$ cat src/core/pif_params.svh
`ifndef PIF_PARAMS_SVH
`define PIF_PARAMS_SVH
// Select field and count widths
`define PIF_SEL_W 2
`define PIF_CNT_W 3
// Interrupt request numbers of the synchronous serial interface
`define PIF_IRQ_SYNC_RX 8'h18
`define PIF_IRQ_SYNC_TX 8'h19
// Depth of each buffered source
`define PIF_DEPTH 3'h4
// Reset value of every flag
`define PIF_FLAG_RST 1'h0
`endif

$ cat src/core/pif_pkg.sv
package pif_pkg;
   // Clear handling state of one flag
   typedef enum logic [1:0] {
      PIF_IDLE = 2'h1,
      PIF_PEND = 2'h2
   } pif_state_t;
endpackage

$ cat src/core/pif_flag.sv
`timescale 1ns/10ps
`include "pif_params.svh"
// One persistent flag: set by condition, cleared only when condition is gone
module pif_flag
   import pif_pkg::*;
(
   input wire logic clk_i,     // System clock
   input wire logic reset_i,   // Async reset, high
   input wire logic cond_i,    // Source condition level
   input wire logic clear_i,   // Software clear pulse
   output logic flag_o         // Pending flag
);
   pif_state_t state; // Flag state
   // Set wins over clear; clear ignored while condition holds
   always_ff @(posedge clk_i or posedge reset_i) begin
      if (reset_i) begin
         state <= PIF_IDLE;
      end else begin
         case (state)
            PIF_IDLE: if (cond_i) state <= PIF_PEND;
            PIF_PEND: if (clear_i && !cond_i) state <= PIF_IDLE;
            default: state <= PIF_IDLE;
         endcase
      end
   end
   assign flag_o = (state == PIF_PEND);
   a_flag_holds: assert property (@(posedge clk_i) disable iff (reset_i)
      cond_i |=> flag_o) else $error("flag lost while condition active");
   a_clear_works: assert property (@(posedge clk_i) disable iff (reset_i)
      flag_o && clear_i && !cond_i |=> !flag_o) else $error("clear ignored");
endmodule // pif_flag

$ cat src/core/pif_top.sv
// Summary of operation
// - Flag stays set while condition active
// - Serial receive clear needs holding register read
// - Sync serial rx irq 24, tx irq 25
// - Capture holds until count at or below threshold
// - Sync serial rx/tx use separate selects
// - Async transmit irq raised upon enable
// - Async rx/tx conditions from select fields
// - Converter holds until all samples read
// - Parallel port holds until data read
`timescale 1ns/10ps
`include "pif_params.svh"
module pif_top
   import pif_pkg::*;
(
   input wire logic clk_i,                             // System clock
   input wire logic reset_i,                           // Async reset, high
   input wire logic capture_push_i,                    // Capture result stored
   input wire logic capture_result_buffer_rd_i,        // Capture buffer read
   input wire logic [1:0] capture_irq_threshold_i,     // Capture threshold field
   input wire logic sync_rx_push_i,                    // Sync serial word received
   input wire logic sync_tx_pop_i,                     // Sync serial word sent
   input wire logic sync_serial_data_buffer_rd_i,      // Sync buffer read
   input wire logic sync_serial_data_buffer_wr_i,      // Sync buffer write
   input wire logic [1:0] sync_rx_irq_select_i,        // Sync receive level
   input wire logic [1:0] sync_tx_irq_select_i,        // Sync transmit level
   input wire logic async_enable_i,                    // Async port enabled
   input wire logic async_rx_push_i,                   // Async byte received
   input wire logic async_tx_pop_i,                    // Async byte sent
   input wire logic async_rx_holding_rd_i,             // Async receive read
   input wire logic async_tx_holding_wr_i,             // Async transmit write
   input wire logic [1:0] async_rx_irq_select_i,       // Async receive level
   input wire logic [1:0] async_tx_irq_select_i,       // Async transmit level
   input wire logic converter_sample_i,                // Conversion sample stored
   input wire logic converter_result_slots_rd_i,       // Result slot read
   input wire logic parallel_master_port_done_i,       // Parallel cycle done
   input wire logic parallel_port_data_reg_rd_i,       // Parallel data read
   input wire logic [6:0] clear_i,                     // Software clear per flag
   output logic [6:0] flag_o,                          // Pending flags
   output logic serial_port_irq_flag_o,                // Async receive flag copy
   output logic [7:0] sync_rx_irq_num_o,               // Sync receive irq number
   output logic [7:0] sync_tx_irq_num_o                // Sync transmit irq number
);
   // Saturating counter step: up on push, down on pop
   function automatic logic [`PIF_CNT_W-1:0] step(input logic [`PIF_CNT_W-1:0] c,
                                                    input logic up, input logic dn);
      logic [`PIF_CNT_W-1:0] r;
      r = c;
      if (up && !dn && c != `PIF_DEPTH) r = c + 3'h1;
      else if (dn && !up && c != 3'h0) r = c - 3'h1;
      return r;
   endfunction
   // Level check: condition when count reaches select+1
   function automatic logic at_level(input logic [`PIF_CNT_W-1:0] c,
                                     input logic [1:0] sel);
      return c > {1'h0, sel};
   endfunction

   // Free-space check: transmit condition while free slots exceed the select
   function automatic logic free_level(input logic [`PIF_CNT_W-1:0] c,
                                       input logic [1:0] sel);
      return (`PIF_DEPTH - c) > {1'h0, sel};
   endfunction

   // Fill levels and conditions
   logic [`PIF_CNT_W-1:0] cap_cnt;  // Stored capture results
   logic [`PIF_CNT_W-1:0] srx_cnt;  // Sync pending receive
   logic [`PIF_CNT_W-1:0] stx_cnt;  // Sync pending transmit
   logic [`PIF_CNT_W-1:0] arx_cnt;  // Async pending receive
   logic [`PIF_CNT_W-1:0] atx_cnt;  // Async pending transmit
   logic [`PIF_CNT_W-1:0] adc_cnt;  // Stored conversion samples
   logic pmp_cond;                  // Parallel data unread
   logic [6:0] cond;                // Conditions
   logic [6:0] flag;                // Flag states

   // Capture fill level; each buffer read removes one stored result
   always_ff @(posedge clk_i or posedge reset_i) begin
      if (reset_i) begin
         // Buffer empty after reset
         cap_cnt <= 3'h0;
      end else begin
         // Count results against reads
         cap_cnt <= step(cap_cnt, capture_push_i, capture_result_buffer_rd_i);
      end
   end

   // Sync serial fill levels; rx drained by reads, tx filled by writes
   always_ff @(posedge clk_i or posedge reset_i) begin
      if (reset_i) begin
         // Both directions empty after reset
         srx_cnt <= 3'h0;
         stx_cnt <= 3'h0;
      end else begin
         // Line traffic against buffer accesses
         srx_cnt <= step(srx_cnt, sync_rx_push_i, sync_serial_data_buffer_rd_i);
         stx_cnt <= step(stx_cnt, sync_serial_data_buffer_wr_i, sync_tx_pop_i);
      end
   end

   // Async fill levels; disabled port holds empty buffers, so enabling it
   // finds an empty transmit side and raises that flag at once
   always_ff @(posedge clk_i or posedge reset_i) begin
      if (reset_i) begin
         // Both buffers empty after reset
         arx_cnt <= 3'h0;
         atx_cnt <= 3'h0;
      end else if (!async_enable_i) begin
         // Port off: buffers flushed
         arx_cnt <= 3'h0;
         atx_cnt <= 3'h0;
      end else begin
         // Port on: count traffic and register accesses
         arx_cnt <= step(arx_cnt, async_rx_push_i, async_rx_holding_rd_i);
         atx_cnt <= step(atx_cnt, async_tx_holding_wr_i, async_tx_pop_i);
      end
   end

   // Converter samples; the source stays until every stored slot is read
   always_ff @(posedge clk_i or posedge reset_i) begin
      if (reset_i) begin
         // No samples after reset
         adc_cnt <= 3'h0;
      end else begin
         // Samples in, slot reads out
         adc_cnt <= step(adc_cnt, converter_sample_i, converter_result_slots_rd_i);
      end
   end

   // Parallel data unread; a new completion wins over a read in the same cycle
   always_ff @(posedge clk_i or posedge reset_i) begin
      if (reset_i) begin
         // Nothing to read after reset
         pmp_cond <= 1'h0;
      end else if (parallel_master_port_done_i) begin
         // Cycle done: data waits in the register
         pmp_cond <= 1'h1;
      end else if (parallel_port_data_reg_rd_i) begin
         // Software read removes the source
         pmp_cond <= 1'h0;
      end
   end

   // Conditions; transmit ones count free space against the select level
   always_comb begin
      cond[0] = at_level(cap_cnt, capture_irq_threshold_i);
      cond[1] = at_level(srx_cnt, sync_rx_irq_select_i);
      cond[2] = free_level(stx_cnt, sync_tx_irq_select_i);
      cond[3] = at_level(arx_cnt, async_rx_irq_select_i);
      cond[4] = async_enable_i && free_level(atx_cnt, async_tx_irq_select_i);
      cond[5] = adc_cnt != 3'h0;
      cond[6] = pmp_cond;
   end

   // One persistent flag per source; once pending, each looks at its condition again only on a clear
   for (genvar i = 0; i < 7; i++) begin : g_flag
      pif_flag u_flag (
         .clk_i(clk_i),
         .reset_i(reset_i),
         .cond_i(cond[i]),
         .clear_i(clear_i[i]),
         .flag_o(flag[i])
      );
   end

   // Registered outputs; nothing reaches a pin straight from logic
   always_ff @(posedge clk_i or posedge reset_i) begin
      if (reset_i) begin
         // All outputs low during reset
         flag_o <= 7'h00;
         serial_port_irq_flag_o <= `PIF_FLAG_RST;
         sync_rx_irq_num_o <= 8'h00;
         sync_tx_irq_num_o <= 8'h00;
      end else begin
         // Flags one cycle behind their state
         flag_o <= flag;
         serial_port_irq_flag_o <= flag[3];
         sync_rx_irq_num_o <= `PIF_IRQ_SYNC_RX;
         sync_tx_irq_num_o <= `PIF_IRQ_SYNC_TX;
      end
   end

   // Enabling the async port raises its transmit flag two edges later
   a_tx_on_enable: assert property (@(posedge clk_i) disable iff (reset_i)
      $rose(async_enable_i) && atx_cnt == 3'h0 |=> ##1 flag_o[4])
      else $error("transmit flag not raised on enable");

   // Converter flag stays pending while any sample is unread
   a_adc_all_read: assert property (@(posedge clk_i) disable iff (reset_i)
      adc_cnt != 3'h0 |=> flag[5])
      else $error("converter flag dropped with samples unread");

   // Parallel source stays until its data register is read
   a_pmp_hold: assert property (@(posedge clk_i) disable iff (reset_i)
      pmp_cond && !parallel_port_data_reg_rd_i |=> pmp_cond)
      else $error("parallel condition lost");

   // A clear of the async receive flag with the count above its level is refused
   a_rx_clear_refused: assert property (@(posedge clk_i) disable iff (reset_i)
      flag[3] && cond[3] && clear_i[3] |=> ##1 serial_port_irq_flag_o)
      else $error("receive clear not refused");

   // Irq numbers stand from the second edge after reset
   a_irq_numbers: assert property (@(posedge clk_i) disable iff (reset_i)
      !$past(reset_i) |-> sync_rx_irq_num_o == 8'h18 && sync_tx_irq_num_o == 8'h19)
      else $error("irq numbers wrong");

   // Capture flag only clears once the count is at or below its level
   a_cap_level: assert property (@(posedge clk_i) disable iff (reset_i)
      $fell(flag[0]) |-> $past(cap_cnt) <= {1'h0, $past(capture_irq_threshold_i)})
      else $error("capture flag cleared above level");

   // Sync receive flag only clears once the pending count is at or below its level
   a_srx_level: assert property (@(posedge clk_i) disable iff (reset_i)
      $fell(flag[1]) |-> $past(srx_cnt) <= {1'h0, $past(sync_rx_irq_select_i)})
      else $error("sync receive flag cleared above level");

   // Async transmit flag only clears once free space is at or below its level, or the port is off
   a_atx_level: assert property (@(posedge clk_i) disable iff (reset_i)
      $fell(flag[4]) |-> !$past(async_enable_i) ||
      (`PIF_DEPTH - $past(atx_cnt)) <= {1'h0, $past(async_tx_irq_select_i)})
      else $error("async transmit flag cleared above level");

   // Main scenarios: service, parallel read, full converter, enable, refusal
   c_rx_service: cover property (@(posedge clk_i) flag[3] ##[1:8] !flag[3]);
   c_pmp_done: cover property (@(posedge clk_i) pmp_cond ##1 !pmp_cond);
   c_adc_full: cover property (@(posedge clk_i) adc_cnt == `PIF_DEPTH);
   c_tx_enable: cover property (@(posedge clk_i) $rose(async_enable_i) ##2 flag_o[4]);
   c_clear_refused: cover property (@(posedge clk_i) flag[3] && cond[3] && clear_i[3]);
endmodule // pif_top

$ cat config.mk
export PLATFORM = sky130hd
export DESIGN_NAME = pif_top
export DESIGN_NICKNAME = d
export VERILOG_FILES = /design/src/core/pif_pkg.sv /design/src/core/pif_flag.sv /design/src/core/pif_top.sv
export VERILOG_INCLUDE_DIRS = /design/src /design/src/core
export SDC_FILE = /design/constraint.sdc
export NUM_CORES = 1
export LEC_CHECK = 0
export BUFFER_PORTS_ARGS = -buffer_cell sky130_fd_sc_hd__buf_2
export CAP_MARGIN = 25
export CORE_ASPECT_RATIO = 1.4
export CORE_UTILIZATION = 40
export DETAILED_ROUTE_END_ITERATION = 16
export GPL_TIMING_DRIVEN = 0
export SYNTH_ARGS = -nofsm -noshare
export SYNTH_HDL_FRONTEND = slang
export SYNTH_SLANG_ARGS = --single-unit
$ cat constraint.sdc
create_clock -name clk_i -period 2.2 [get_ports clk_i]
set_input_delay 0.44 -clock clk_i [delete_from_list [all_inputs] [get_ports clk_i]]
set_output_delay 0.44 -clock clk_i [all_outputs]
set_load 0.03 [all_outputs]
-- Word level (Yosys, flattened, before mapping)
Cells that the tools add are included.
- bits in registers: 43
- bits in latches: 0
- RAM bits: 0
- memory bits (read-only): 0
- output and inout port bits: 24
- word-level logic and storage cells: 179
- memories: 0
- $add $sub $neg: 14
- $mul: 0
- divide/modulo/power cells: 0
- order comparisons: 5
- equal/unequal tests: 36
- shift-type cells: 0
- multiplexer cells: 37
- bitwise operators: 0
- reductions and logical operators: 69
- operators by type and width (cell ; number):
    $mux 3 ; 14
    $logic_and 1x1->1 ; 32
    $mux 2 ; 14
    $pmux 2 s2 ; 7
    $logic_not 1->1 ; 19
    $add 3x1->3 const B ; 6
    $ne 3x3->1 const B ; 6
    $reduce_bool 3->1 ; 6
    $sub 3x1->3 const B ; 6
    $ne 2x2->1 const B ; 8
    $gt 3x2->1 ; 5
    $eq 2x1->1 const B ; 7
    $eq 2x2->1 const B ; 7
    $reduce_and 2->1 ; 7
    $ne 2x1->1 const B ; 6
    $reduce_bool 2->1 ; 5
    $ne 3x1->1 const B ; 2
    $sub 3x3->3 const A ; 2
    $mux 1 ; 2

-- Depth between registers and ports, before layout
- depth in word-level cells: 7
- depth in mapped cells: 9

-- By module
From an unflattened synthesis, not the netlist that was laid out.
- cell total of the unflattened synthesis: 257
- area total of the unflattened synthesis: 2542.4 um^2
- modules (own cells, without submodules) (module ; instances ; cells each ; area an instance (um^2) ; seq. area each (um^2)):
    pif_top ; 1 ; 194 ; 1903.1 ; 675.6
    pif_flag ; 7 ; 9 ; 91.3 ; 51.3

-- Worst setup path after synthesis
Ideal clock, no wire load.
- kind: register -> register
- start point: register atx_cnt[0]
- end point: register atx_cnt[2]
- setup time: 0.124 ns
- arrival time: 1.897 ns
- setup slack: 0.179 ns
- cell stages (with the launch flop): 9
- path buffers: 0
- clock period less this slack: 2.021 ns
- path through: dfrtp_1 > inv_1 > ha_1 > ha_1 > or3b_4 > clkinv_1 > fa_1 > and4_1 > a211o_1
- longest elaborated chain between the ends: 4
- RTL lines (what ; RTL line ; source):
    start: declaration ; pif_top.sv:70 ; logic [`PIF_CNT_W-1:0] atx_cnt;
    start signal: assignment ; pif_top.sv:114 ; atx_cnt <= step(atx_cnt, async_tx_holding_wr_i, async_tx_pop_i);
    $sub 3x1->3 / $ne 3x3->1 (equally long branches) ; n/a ;
    $mux 3 / $logic_and 1x1->1 (equally long branches) ; n/a ;
    $mux 3 ; pif_top.sv:49 ; if (up && !dn && c != `PIF_DEPTH) r = c + 3'h1;
    $mux 3 ; pif_top.sv:107 ; end else if (!async_enable_i) begin
Several ways; a longest one is shown, not always the timed one. The select of a mux whose other input is x is not followed.
A chain may end at the register's enable or synchronous reset.

-- Worst setup path after layout
Ends and elaborated chain as after synthesis.

==> impl_metrics.tcl <==
set metrics [dict create \
    layout_min_cycle_time_ps 2103 \
    dpl.cell_count 394 \
    fin_cells 405 \
    p_sw_share_pct 38.46 \
    post-synth-top-area-cell "dfrtp_1" \
    layout-drive-gt1-share_pct 26.13 \
    critPathCaptureType "register" \
    yosysUniqueCellTypes 47 \
    drt_iter0_drc 68 \
    synth_seq_area_share_pct 40.34 \
    cts_root_buffer "clkbuf_8" \
    seq_power_share_pct 39.4 \
    irDropWorstVdd_mv 0.4568 \
    clkLatencyLatePin_ps 290 \
    drv.max_cap_violation_count 0 \
    synth.most_common_cell "dfrtp_1" \
    synth_area_per_cell_um2 9.607 \
    design.core.area_um2 6211 \
    startpoint_of_the_most_critical_setup_path "atx_cnt[0]$_DFFE_PP0P_" \
    cts_max_level 2 \
    final_nets 388 \
    headroom_to_the_max_slew_limit_pct 43.82 \
    placement.io_buffers 45 \
    groute.usage.overall_pct 13.62 \
    via_count_of_the_first_global_routing_pass 1879 \
    synth-edff-count 0 \
    viasPerCell 4.899 \
    yosys_most_used_dff "dfrtp_1" \
    critical_path.max_fanout 5 \
    synthTopCellsByCount "34 x dfrtp_1, 24 x inv_1, 22 x nor2b_1" \
    synthArstFlopShare_pct 100.0 \
    post-route-drc-count 0 \
    antenna_violating_nets_post_route 0 \
    number_of_buffers_added_by_the_clock_tree_synthesis_step 5 \
    die-height_um 96.75 \
    final.setup.worst_slack_ps 96.66 \
    synthesis_stage_register_bit_count 41 \
    number_of_warnings_printed_during_yosys_synthesis 0 \
    clk_path_buf_depth 2 \
    total_switching_power_uw 1315 \
    max_slew.worst_pin.slew_ps 841.5 \
    run_status "complete, no violations" \
    worstSetupPathType "register to register" \
    boundaryPins 58 \
    synth.cell_area_um2 2565 \
    worst-endpoint-required_ps 2370 \
    hp-class "input pin to async pin" \
    first_pass_grt_wire_length_um 7583 \
    post_placement_setup_slack_ps 20.76 \
    number_of_antenna_violations_at_the_first_check_in_global_routing 0 \
    crit_arrival_ps 2280 \
    pwr-share-comb_pct 46.2 \
    largest_net_degree_at_the_start_of_global_routing 42 \
    final-setup-viol-count 0 \
    vias 1984 \
    drt_first_pass_iters 4 \
    initial_core_util_pct 41.30 \
    timing.final.crit_share_pct 95.61 \
    clock_skews_ps 3.124 \
    detail_route.wirelength_um 4176 \
    grt-ovfl-total 0 \
    p_leak_uw 0.001497 \
    placement_rows 34 \
    synth_top_area_share_pct 33.17 \
    max_freq_mhz 475.4 \
    gp_congestion 0.7196 \
    yosys-top-cells-area "dfrtp_1 33%, ha_1 7.8%, dfstp_2 7.2%" \
    tritoncts_clock_tree "built" \
    cts.clk_slew.worst_paths_ps 70 \
    internal-power_uw 2104 \
    power_per_cell_area_nw_per_um2 1125 \
    worst_reg2reg_path_startpoint "atx_cnt[0]$_DFFE_PP0P_" \
    tritoncts_num_sinks 41 \
    cts_hold_repair.buffers 0 \
    die_width_um 69.68 \
    mean_routed_wirelength_per_cell_um 10.31 \
    syn-instance-count 267 \
    antennaDiodeCount 0 \
    hold_violations 0 \
    area.growth.synth_to_final_pct 18.49 \
    die-area_um2 6741 \
    detailedPlacementHpwl_um 3155 \
    clock_power_share_pct 14.5 \
    critPathLaunchType "register" \
    drv_slew 0 \
]
[path summary, 6_finish.rpt]
check                                                              to  slack, ps  cells after the start
min in group clk_i                               pmp_cond$_DFFE_PP0P_        330                      2
worst min-delay path            g_flag[4].u_flag.state[1]$_DFFE_PP0P_        320                      2
max in group asynchronous                      cap_cnt[0]$_DFFE_PP0P_       1350                      2
worst max register to register                 atx_cnt[2]$_DFFE_PP0P_        100                      9
worst max-delay path                           atx_cnt[2]$_DFFE_PP0P_        100                      9
worst min register to register                   pmp_cond$_DFFE_PP0P_        520                      1
[layer usage]
metal,track usage [%],up-vias,wire (um)
li1,-,1006,-
met1,16.59,921,1939
met2,23.30,50,1988
met3,2.188,7,160
met4,6.462,0,87
met5,0,-,0
[registers in the layout, indices dropped and copies added, names as in the netlist]
register	cells
adc_cnt	3
cap_cnt	3
srx_cnt	3
atx_cnt	3
g_flag.u_flag.state	14
pmp_cond	1
stx_cnt	3
sync_rx_irq_num_o	1
arx_cnt	3
flag_o	7
[cell usage in the layout, fill, tap and decap left out, types with 5 or more instances in the layout]
master    Yosys  routed
nor3_1        5       5
conb_1        2      12
buf_2         2      47
a21o_1        5       5
nand2_1      19      19
clkbuf_1      3       5
nor2b_1      22      22
xnor2_1       5       5
ha_1         16      15
dfstp_2       7       7
o21ai_0       7       7
buf_4        16      19
dfrtp_1      34      34
nor2_1       18      18
o21ai_1       7       7
clkbuf_8      0       6
nand2b_1      8       8
nand3b_1      7       7
fa_1          6       5
inv_1        24      22
a22o_1        5       5
a21oi_1       8       8
[final cells by class]
type	instances	area, um2
Fill cell	596	3172
Inverter	25	97.59
Timing Repair Buffer	48	247.7
Tap cell	72	90.09
Buffer	21	141.4
Sequential cell	41	1035
Multi-Input combinational cell	190	1338
Clock buffer	8	90.09
[power groups by stage]
stage / logic (uW) / clock network [uW] / registers [uW]
5_1_grt: 1840 / 546 / 1400
4_1_cts: 1580 / 522 / 1350
3_5_place_dp: 1570 / 0 / 1360
6_report: 1580 / 495 / 1350
3_3_place_gp: 1520 / 0 / 1360
2_1_floorplan: 1210 / 0 / 1390
[worst max-delay path: stages, from the launching register on]
cell and delay, ps:
dfrtp_1 340, inv_2 60, ha_2 190, ha_1 180
or3b_4 420, clkinvlp_4 100, fa_2 220, nand3b_1 130
o221ai_2 100, a211o_1 240
[through the flow]
stage	hold slack, ps	utilization, %	TNS, ps	total power, uW	instance area (um2)
after global routing	338.5	48.93	-14.89	3786	3039
after detailed placement	505.3	46.98	0	2927	2918
after CTS	328.4	48.43	0	3453	3008
after global placement	499.6	46.98	0	2873	2918
final	319.3	48.93	0	3420	3039
after floorplan	469.8	-	0	2600	2603
[what timing repair did]
item | in CTS | in global routing
resized for setup | 0 | 4
setup endpoints to repair | 0 | 2
setup buffers | 0 | 3
[cell families (layout without fill, tap and decap cells)]
logic type | Yosys count | count (layout) | synth area share, %
AND/OR/NAND/NOR | 91 | 91 | 19.07
flip-flops | 41 | 41 | 40.34
other | 2 | 12 | 0.2928
AO/OA/AOI/OAI | 55 | 55 | 15.07
XOR/XNOR | 8 | 8 | 2.732
multiplexers | 2 | 2 | 0.8293
buffers and inverters | 46 | 102 | 9.171
adder cells (fa/ha/maj) | 22 | 22 | 12.49
Power figures use the tool's default switching activity.
